--- src/hw/bhg_pkg.sv ---
// Package of constants and carrier types for the bus hold grant block
package bhg_pkg;
  // ==========================================================================
  // Reset values and counts
  // ==========================================================================
  localparam logic       GRANT_N_RESET   = 1'b1;
  localparam logic       FLOAT_RESET     = 1'b0;
  localparam logic [1:0] FLOAT_DELAY_CYC = 2'h1;
  localparam logic [1:0] RESUME_DELAY_CYC = 2'h1;

  // ==========================================================================
  // Hold sequence states
  // ==========================================================================
  typedef enum logic [2:0] {
    BHG_RUN       = 3'b000,
    BHG_GRANT     = 3'b001,
    BHG_HOLD      = 3'b010,
    BHG_UNGRANT   = 3'b011,
    BHG_RESUME    = 3'b100
  } bhg_state_type;

  // ==========================================================================
  // Bus activity reported by the CPU bus unit
  // ==========================================================================
  typedef struct packed {
    logic cycle_active;   // A bus cycle is in progress
    logic cycle_last;     // This bus clock is the last of the cycle
    logic split_first;    // First half of an odd-address word access
  } bhg_bus_status_type;

  // ==========================================================================
  // Hold control outputs
  // ==========================================================================
  typedef struct packed {
    logic cpu_clk_stop;   // CPU clock gated off
    logic bus_float;      // Address/data, R/W and byte-high enable released
    logic watchdog_halt;  // Watchdog timer halted
    logic addr_repeat;    // Re-drive previous address on resume
  } bhg_ctrl_type;
endpackage : bhg_pkg

--- src/hw/bhg_sync.sv ---
// Two flip-flop synchroniser for the request pin
`timescale 1ns/1ps
`default_nettype none
module bhg_sync #(
  parameter logic RESET_VAL = 1'b1
) (
  input  wire logic clk_in,    // Clock
  input  wire logic rst_in,    // Synchronous reset, active high
  input  wire logic d_in,      // Asynchronous level
  output var  logic q_out      // Synchronised level
);
  logic meta_reg;

  always_ff @(posedge clk_in) begin
    if (rst_in) begin
      meta_reg <= RESET_VAL;
      q_out    <= RESET_VAL;
    end else begin
      meta_reg <= d_in;
      q_out    <= meta_reg;
    end
  end
endmodule // bhg_sync
`default_nettype wire

--- src/hw/bhg_sample.sv ---
// Request sampling qualifier: decides on which bus clock a sample is taken
`timescale 1ns/1ps
`default_nettype none
module bhg_sample (
  input  wire logic                        bus_clk_en_in,  // Bus clock runs this cycle
  input  wire logic                        in_hold_in,     // Hold sequence active
  input  wire bhg_pkg::bhg_bus_status_type bus_in,         // Bus activity
  output logic                             sample_out      // Take a sample this cycle
);
  always_comb begin
    sample_out = 1'b0;
    if (!bus_clk_en_in) begin
      sample_out = 1'b0;
    end else if (in_hold_in) begin
      sample_out = 1'b1;
    end else if (!bus_in.cycle_active) begin
      sample_out = 1'b1;
    end else begin
      sample_out = bus_in.cycle_last && !bus_in.split_first;
    end
  end
endmodule // bhg_sample
`default_nettype wire

--- src/hw/bhg_top.sv ---
// Bus hold logic: request sampling, grant output and bus release sequencing
// How it works
// - With no bus cycle running, the request is sampled on every bus clock.
// - During a bus cycle, the request is sampled only on the last clock of that cycle.
// - An odd-address word done as two bus cycles is sampled only at the end of the second.
// - A sample that finds the request low accepts it and starts the hold.
// - On acceptance the CPU clock stops and the grant goes low on the next rising edge.
// - One bus clock after the grant falls, R/W, byte-high enable and the bus float.
// - In hold, the request is sampled on every bus clock.
// - A hold sample that finds the request high raises the grant on the next rising edge.
// - One bus clock after the grant rises, CPU clocking and bus driving resume.
// - The bus clock pauses in Ready, stop and wait, so no sampling happens then.
// - The sampling clock matches the visible reference clock in rate and polarity.
// - A request taken at the end of a bus cycle makes the device re-drive the last address.
// - No request is taken until a whole 16-bit word transfer has finished.
// - In hold the peripherals keep running but the watchdog timer is halted.
`timescale 1ns/1ps
`default_nettype none
module bhg_top (
  input  wire logic                        ref_clk_in,         // 40 MHz reference clock
  input  wire logic                        rst_in,             // Synchronous reset, active high
  input  wire logic                        bus_request_n_in,   // Bus request pin, active low
  input  wire logic                        ready_state_in,     // Ready state in force
  input  wire logic                        stop_instruction_in, // Stop instruction executed
  input  wire logic                        wait_instruction_in, // Wait instruction executed
  input  wire bhg_pkg::bhg_bus_status_type bus_status_in,      // Bus activity from bus unit
  output logic                             bus_clk_en_out,     // Bus clock running this cycle
  output var  logic                        bus_grant_n_out,    // Bus grant pin, active low
  output var  bhg_pkg::bhg_ctrl_type       ctrl_out,           // Hold control to CPU and pads
  output logic                             rw_oe_out,          // R/W pin output enable
  output logic                             byte_high_enable_n_oe_out, // Byte-high enable output enable
  output logic                             addr_data_oe_out    // Address/data bus output enable
);
  // ==========================================================================
  // Request pin synchroniser
  // ==========================================================================
  logic req_n_sync;

  bhg_sync #(
    .RESET_VAL (1'b1)
  ) u_sync (
    .clk_in (ref_clk_in),
    .rst_in (rst_in),
    .d_in   (bus_request_n_in),
    .q_out  (req_n_sync)
  );

  // ==========================================================================
  // Bus clock enable: same rate and phase as the reference clock, gated by pauses
  // ==========================================================================
  always_comb begin
    bus_clk_en_out = !(ready_state_in || stop_instruction_in || wait_instruction_in);
  end

  // ==========================================================================
  // State decode shared by the sequencer and the output registers
  // ==========================================================================
  function automatic logic grant_active(input bhg_pkg::bhg_state_type st);
    return (st == bhg_pkg::BHG_GRANT) || (st == bhg_pkg::BHG_HOLD);
  endfunction

  function automatic logic cpu_halted(input bhg_pkg::bhg_state_type st);
    return (st != bhg_pkg::BHG_RUN);
  endfunction

  // Float from the settled hold through the one clock after the grant rises
  function automatic logic bus_released(input bhg_pkg::bhg_state_type st,
                                        input logic                   floating);
    return (st == bhg_pkg::BHG_HOLD) || ((st == bhg_pkg::BHG_UNGRANT) && floating);
  endfunction

  // ==========================================================================
  // Sample qualification
  // ==========================================================================
  bhg_pkg::bhg_state_type state_reg;
  bhg_pkg::bhg_state_type state_next;
  logic                   in_hold;
  logic                   sample;

  always_comb begin
    in_hold = cpu_halted(state_reg);
  end

  bhg_sample u_sample (
    .bus_clk_en_in (bus_clk_en_out),
    .in_hold_in    (in_hold),
    .bus_in        (bus_status_in),
    .sample_out    (sample)
  );

  // ==========================================================================
  // Hold sequencer
  // ==========================================================================
  logic [1:0] delay_reg;
  logic [1:0] delay_next;
  logic       accept_seen;
  logic       release_seen;

  always_comb begin
    accept_seen  = sample && !req_n_sync;
    release_seen = sample && req_n_sync;
  end

  always_comb begin
    state_next = state_reg;
    delay_next = delay_reg;
    case (state_reg)
      bhg_pkg::BHG_RUN: begin
        if (accept_seen) begin
          state_next = bhg_pkg::BHG_GRANT;
          delay_next = bhg_pkg::FLOAT_DELAY_CYC;
        end
      end
      bhg_pkg::BHG_GRANT: begin
        if (release_seen) begin
          state_next = bhg_pkg::BHG_UNGRANT;
          delay_next = bhg_pkg::RESUME_DELAY_CYC;
        end else if (bus_clk_en_out) begin
          if (delay_reg <= 2'h1) begin
            state_next = bhg_pkg::BHG_HOLD;
          end else begin
            delay_next = delay_reg - 2'h1;
          end
        end
      end
      bhg_pkg::BHG_HOLD: begin
        if (release_seen) begin
          state_next = bhg_pkg::BHG_UNGRANT;
          delay_next = bhg_pkg::RESUME_DELAY_CYC;
        end
      end
      bhg_pkg::BHG_UNGRANT: begin
        if (bus_clk_en_out) begin
          if (delay_reg <= 2'h1) begin
            state_next = bhg_pkg::BHG_RUN;
          end else begin
            delay_next = delay_reg - 2'h1;
          end
        end
      end
      default: begin
        state_next = bhg_pkg::BHG_RUN;
        delay_next = 2'h0;
      end
    endcase
  end

  always_ff @(posedge ref_clk_in) begin
    if (rst_in) begin
      state_reg <= bhg_pkg::BHG_RUN;
    end else begin
      state_reg <= state_next;
    end
  end

  always_ff @(posedge ref_clk_in) begin
    if (rst_in) begin
      delay_reg <= 2'h0;
    end else begin
      delay_reg <= delay_next;
    end
  end

  // ==========================================================================
  // Grant pin
  // ==========================================================================
  always_ff @(posedge ref_clk_in) begin
    if (rst_in) begin
      bus_grant_n_out <= bhg_pkg::GRANT_N_RESET;
    end else begin
      bus_grant_n_out <= !grant_active(state_next);
    end
  end

  // ==========================================================================
  // Control outputs: clock stop, float, watchdog halt, address repeat
  // ==========================================================================
  logic accepted_in_cycle;

  always_comb begin
    accepted_in_cycle = (state_reg == bhg_pkg::BHG_RUN) && (state_next == bhg_pkg::BHG_GRANT) &&
                        bus_status_in.cycle_active;
  end

  always_ff @(posedge ref_clk_in) begin
    if (rst_in) begin
      ctrl_out.cpu_clk_stop  <= 1'b0;
      ctrl_out.watchdog_halt <= 1'b0;
    end else begin
      ctrl_out.cpu_clk_stop  <= cpu_halted(state_next);
      ctrl_out.watchdog_halt <= cpu_halted(state_next);
    end
  end

  always_ff @(posedge ref_clk_in) begin
    if (rst_in) begin
      ctrl_out.bus_float <= bhg_pkg::FLOAT_RESET;
    end else begin
      ctrl_out.bus_float <= bus_released(state_next, ctrl_out.bus_float);
    end
  end

  always_ff @(posedge ref_clk_in) begin
    if (rst_in) begin
      ctrl_out.addr_repeat <= 1'b0;
    end else if (accepted_in_cycle) begin
      ctrl_out.addr_repeat <= 1'b1;
    end else if ((state_reg == bhg_pkg::BHG_RUN) && bus_clk_en_out && !in_hold) begin
      ctrl_out.addr_repeat <= 1'b0;
    end
  end

  // ==========================================================================
  // Pad output enables, high while driving
  // ==========================================================================
  localparam int PAD_GROUPS = 3;

  logic [PAD_GROUPS-1:0] pad_oe;

  for (genvar pad_idx = 0; pad_idx < PAD_GROUPS; pad_idx++) begin : g_pad_oe
    assign pad_oe[pad_idx] = !ctrl_out.bus_float;
  end

  always_comb begin
    rw_oe_out                 = pad_oe[0];
    byte_high_enable_n_oe_out = pad_oe[1];
    addr_data_oe_out          = pad_oe[2];
  end
endmodule // bhg_top
`default_nettype wire

--- config.mk ---
export PLATFORM = sky130hd
export DESIGN_NAME = bhg_top
export DESIGN_NICKNAME = d
export VERILOG_FILES = /design/src/hw/bhg_pkg.sv /design/src/hw/bhg_sync.sv /design/src/hw/bhg_sample.sv /design/src/hw/bhg_top.sv
export SDC_FILE = /design/constraint.sdc
export NUM_CORES = 1
export LEC_CHECK = 0
export BUFFER_PORTS_ARGS = -buffer_cell sky130_fd_sc_hd__buf_2
export CAP_MARGIN = 15
export CORE_MARGIN = 8
export CORE_UTILIZATION = 45
export CTS_CLUSTER_SIZE = 12
export DETAILED_ROUTE_END_ITERATION = 8
export GPL_TIMING_DRIVEN = 0
export MAX_ROUTING_LAYER = met4
export PLACE_DENSITY = 0.75
export SYNTH_ARGS = -nofsm -noshare
export SYNTH_HDL_FRONTEND = slang
export SYNTH_SLANG_ARGS = --single-unit
--- constraint.sdc ---
create_clock -name ref_clk_in -period 2 [get_ports ref_clk_in]
set_input_delay 0.5 -clock ref_clk_in [delete_from_list [all_inputs] [get_ports ref_clk_in]]
set_output_delay 0.5 -clock ref_clk_in [all_outputs]
set_load 0.01 [all_outputs]
-- Word level (Yosys, flattened, before mapping)
Index checks and enable logic that the tools add are counted.
- register bits: 11
- bits of input ports: 9
- output and inout port bits: 9
- word-level logic and storage cells: 60
- $add $sub $neg: 1
- magnitude comparators: 1
- eq/ne operators: 8
- muxes and demuxes: 19
- reduce and logical (&&, ||, !) cells: 23
- operators by type and width (kind ; number):
    two-way mux 3 bit ; 7
    == test 3 x 2 -> 1 bit (second input constant) ; 4
    case mux 3 bit (4 select lines) ; 1
    two-way mux 2 bit ; 5
    logical AND 1 bit ; 8
    case mux 2 bit (4 select lines) ; 1
    == test 3 x 1 -> 1 bit (second input constant) ; 2
    zero test 1 bit ; 6
    nonzero test 3 bit ; 2
    two-way mux 1 bit ; 5
    logical OR 1 bit ; 4
    inequality test 2 bit (second input constant) ; 2
    zero test 3 bit ; 1
    <= comparator 2 x 1 -> 1 bit (second input constant) ; 1
    AND reduction 2 bit ; 1
    nonzero test 2 bit ; 1
    subtractor 2 x 1 -> 2 bit (second input constant) ; 1

-- Depth between registers and ports, before layout
- word-level depth: 12
- depth in mapped cells: 6
- depth with buffers taken out: 6

-- Cells and area by module
A second synthesis with hierarchy kept.
- cell total of the unflattened synthesis: 64
- area, all modules: 590.6 sq um
- by module, submodules not included (module ; instances ; cells each ; area an instance (sq um) ; sequential area each (sq um)):
    bhg_top ; 1 ; 57 ; 519.2 ; 180.2
    bhg_sync ; 1 ; 4 ; 52.6 ; 40.0
    bhg_sample ; 1 ; 3 ; 18.8 ; 0.0

-- Worst setup path before layout
No wires, ideal clock.
- path kind: input to register
- start: in stop_instruction_in
- end: reg bus_grant_n_out
- setup time: 125 ps
- arrival time: 1428 ps
- data required time: 1875 ps
- setup slack: 447 ps
- stages: 5
- buffers on the path: 0
- path through: or3_4 -> clkinv_2 -> a31o_1 -> and3b_4 -> mux2i_1
- longest elaborated chain between the ends: 9
- elaborated cells between the ends (all ways): 15
- classes of those cells: eq/ne: 2; mux: 7; reduce/logical: 6
- RTL lines (item ; RTL line ; source):
    start: declaration ; bhg_top.sv:24 ; input wire logic stop_instruction_in,
    logical OR 1 bit * (2 in a row) ; bhg_top.sv:52 ; bus_clk_en_out = !(ready_state_in || stop_instruction_in || wait_instruction_in);
    two-way mux 1 bit ; bhg_sample.sv:12 ; if (!bus_clk_en_in) begin
    logical AND 1 bit, on equally long branches ; bhg_top.sv:101, bhg_top.sv:100 ;
    two-way mux 3 bit, on equally long branches ; bhg_top.sv:127, bhg_top.sv:109, bhg_top.sv:115 ;
    case mux 3 bit (4 select lines) * ; bhg_top.sv:107 ; case (state_reg)
    == test 3 x 1 -> 1 bit or == test 3 x 2 -> 1 bit (tied branches) ; bhg_top.sv:59 ; return (st == bhg_pkg::BHG_GRANT) || (st == bhg_pkg::BHG_HOLD);
    logical OR 1 bit * ; bhg_top.sv:59 ;
    zero test 1 bit * ; bhg_top.sv:171 ; bus_grant_n_out <= !grant_active(state_next);
    end signal: assignment ; bhg_top.sv:169 ; bus_grant_n_out <= bhg_pkg::GRANT_N_RESET;
    end signal: assignment ; bhg_top.sv:171 ;
    end: declaration ; bhg_top.sv:28 ; output var logic bus_grant_n_out,
Mark *: on every way between the ends. The rest lies on a longest branch, timed or not.
A chain may end at the register's enable or synchronous reset.

-- Worst setup path after layout
- start: in stop_instruction_in
- end: out bus_clk_en_out
- longest elaborated chain between the ends: 3
- RTL lines (item ; RTL line ; source):
    logical OR 1 bit (2 in a row) ; bhg_top.sv:52 ;
    zero test 1 bit ; bhg_top.sv:52 ;
    end: declaration ; bhg_top.sv:27 ; output logic bus_clk_en_out,
Every way passes these cells.

==> load_flow_metrics.sql <==
INSERT INTO impl_metrics (metric_group, metric, value, unit) VALUES
('critical_path', 'timing.critical_path.from_type', 'input pin', ''),
('sta', 'final-max-slew-violation-count', '0', ''),
('power', 'power.static_leakage', '0.000330', 'uW'),
('cts', 'clkSinkCount', '11', ''),
('synth', 'share_of_async_settable_or_async_resettable_flops_after_synthesis', '0', ''),
('floorplanning', 'fp.dieH', '52.9', 'um'),
('floorplanning', 'ioPinCount', '18', ''),
('floorplanning', 'chipWidth', '52.9', 'um'),
('synth', 'yosysTopAreaCell', 'dfxtp_1', ''),
('synth', 'netlist_top_cells_count', 'dfxtp_1 (11), inv_1 (4)', ''),
('finish', 'antennaDiodeCount', '0', ''),
('power', 'comb_power_share', '0.085', ''),
('drt', 'drt-vias-per-instance', '5.06', ''),
('synth', 'seq_area_frac_synth', '0.360', ''),
('cts', 'numCtsBuffers', '3', ''),
('run_status', 'status', 'finished clean', ''),
('power', 'p_int', '314', 'uW'),
('synth', 'post_synth.cell_area_avg', '10.0', 'sq um'),
('floorplanning', 'effective_utilization_at_floorplan', '0.476', ''),
('cts', 'cts_tree', 'yes', ''),
('synth', 'yosysWarningCount', '0', ''),
('flow_run', 'maxCapViolCount', '0', ''),
('sta', 'layout_worst_path_cycle_share', '0.872', ''),
('global_route', 'vias_in_the_first_global_route', '475', ''),
('critical_path', 'slowest_cell_delay_on_critical_path', '0.40', 'ns'),
('power', 'power-per-cell-area', '554', 'nW/um^2'),
('power', 'switchingPower', '97.3', 'uW'),
('sta', 'layout_min_cycle_time', '1.74', 'ns'),
('floorplanning', 'die_area', '2800', 'sq um'),
('finish', 'areaGrowthSynthToFinish', '21.5', '%'),
('floorplanning', 'num_rows', '13', ''),
('sta', 'timing.final.hold_violations', '0', ''),
('synth', 'synthesis.nets', '72', ''),
('global_route', 'globalRoute.totalOverflow', '0', ''),
('power', 'clkPwrFrac', '0.365', ''),
('cts', 'cts.repair_timing.setup_buffer_count', '0', ''),
('sta', 'worst_hold_slack', '0.410', 'ns'),
('global_route', 'gr-usage-all-layers', '0.102', ''),
('min_path', 'timing.hold.worst.class', 'in -> reg', ''),
('power', 'power.switching_fraction', '0.236', ''),
('finish', 'post_route_cells_drive_above_1_share', '0.427', ''),
('cts', 'cts-resized-gates', '0', ''),
('synth', 'synth_area', '612', 'sq um'),
('drt', 'detail_route.wl_per_cell', '12.5', 'um'),
('cts', 'clock_h_tree_levels', '1', ''),
('finish', 'filler_cells_inserted', '121', ''),
('placed_design', 'place_congestion', '0.732', ''),
('synth', 'synth.ff_latch_count', '11', ''),
('power', 'power_frac_seq', '0.549', ''),
('global_route', 'grt_pass1_wl', '2.04', 'mm'),
('critical_path', 'crit_path_max_fanout', '7', ''),
('drt', 'first_iter_violations', '11', ''),
('synth', 'netlist_instances', '61', ''),
('critical_path', 'end_kind', 'primary output', ''),
('power', 'total_power', '412', 'uW'),
('floorplanning', 'core', '1280', 'sq um'),
('critical_path', 'worstPathArrival', '1.24', 'ns'),
('cts', 'clkTransAtPathRegs', '0.07', 'ns'),
('drt', 'drt_first_pass_iters', '4', ''),
('critical_path', 'cells_along_the_critical_path', 'buf_2 > or3_4 > clkinv_2 > buf_2', ''),
('synth', 'yosysTopAreaCellShare', '0.360', ''),
('critical_path', 'cp.buffers_inverters', '3', ''),
('drt', 'totalWireLength', '1.21', 'mm'),
('synth', 'ys_dominant_reg_cell', 'dfxtp_1', ''),
('placed_design', 'dp.final_hpwl', '963', 'um'),
('finish', 'combined_flip_flop_and_latch_cell_area', '220', 'sq um'),
('drt', 'post-route-drc-count', '0', ''),
('critical_path', 'cp_common_cell', 'buf_2', ''),
('critical_path', 'critPathRequiredTime', '1.50', 'ns'),
('drt', 'via_count', '491', ''),
('global_route', 'pin_count_of_the_biggest_net_entering_global_routing', '11', '');
per-stage QoR:
| step | instance area [sq um] | util | instances | setup slack [ns] |
|---|---|---|---|---|
| floorplan | 612 | - | 61 | 0.447 |
| global placement | 716 | 0.557 | 93 | 0.258 |
| detailed placement | 716 | 0.557 | 93 | 0.253 |
| CTS | 743 | 0.578 | 97 | 0.250 |
| global route | 743 | 0.578 | 97 | 0.224 |
| finish | 743 | 0.578 | 97 | 0.255 |
power groups by stage:
stage	registers, uW	clock network, uW	logic, uW
finish	226	150	35.0
global route	227	168	38.3
CTS	226	159	35.1
detailed placement	231	0	35.0
global placement	231	0	34.2
floorplan	230	0	23.2
routing by layer:
layer / global-route usage / share of wire
met3: 0.0504 / 0.049
met2: 0.164 / 0.53
met5: - / 0
met1: 0.0995 / 0.40
met4: 0.0517 / 0.016
worst paths after layout:
kind | endpoint | slack [ns] | depth (start not counted) | from
setup / recovery | bus_clk_en_out | 0.26 | 4 | stop_instruction_in
setup reg to reg | ctrl_out[2]$_SDFF_PP0_ | 0.34 | 6 | delay_reg[1]$_SDFFE_PP0P_
hold / removal | ctrl_out[0]$_SDFFE_PP0P_ | 0.41 | 2 | rst_in
hold reg to reg | u_sync.q_out$_SDFF_PP1_ | 0.41 | 1 | u_sync.meta_reg$_SDFF_PP1_
cells by family (layout without fill, tap and decap cells):
group | Yosys count | count (layout) | share of synthesized area
other cells | 1 | 1 | 0.00613
simple gates | 18 | 18 | 0.215
compound gates | 15 | 15 | 0.221
flops | 11 | 11 | 0.360
fa+ha+maj | 2 | 2 | 0.0409
mux | 1 | 1 | 0.0164
buf+inv | 11 | 32 | 0.112
xor+xnor | 2 | 2 | 0.0286
area by class of cell:
cell class / instances / share of cell area
inverters: 5 / 0.0269
repair buffers: 17 / 0.114
well taps: 15 / 0.0253
flip-flops and latches: 11 / 0.296
clock inverters: 1 / 0.00673
clock buffers: 3 / 0.0303
plain buffers: 6 / 0.0657
multi-input cells: 39 / 0.434
cell usage in the layout (no fill, tap or decap), types with 2 or more instances in the layout:
master / n
nand2_1: 3
a21oi_1: 3
dfxtp_1: 11
inv_1: 4
buf_4: 3
nand4_1: 2
ha_1: 2
nand2b_1: 3
buf_6: 2
buf_2: 17
a211oi_1: 2
clkbuf_4: 3
or2_2: 2
clkinv_2: 2
(Power assumes the default switching activity.)
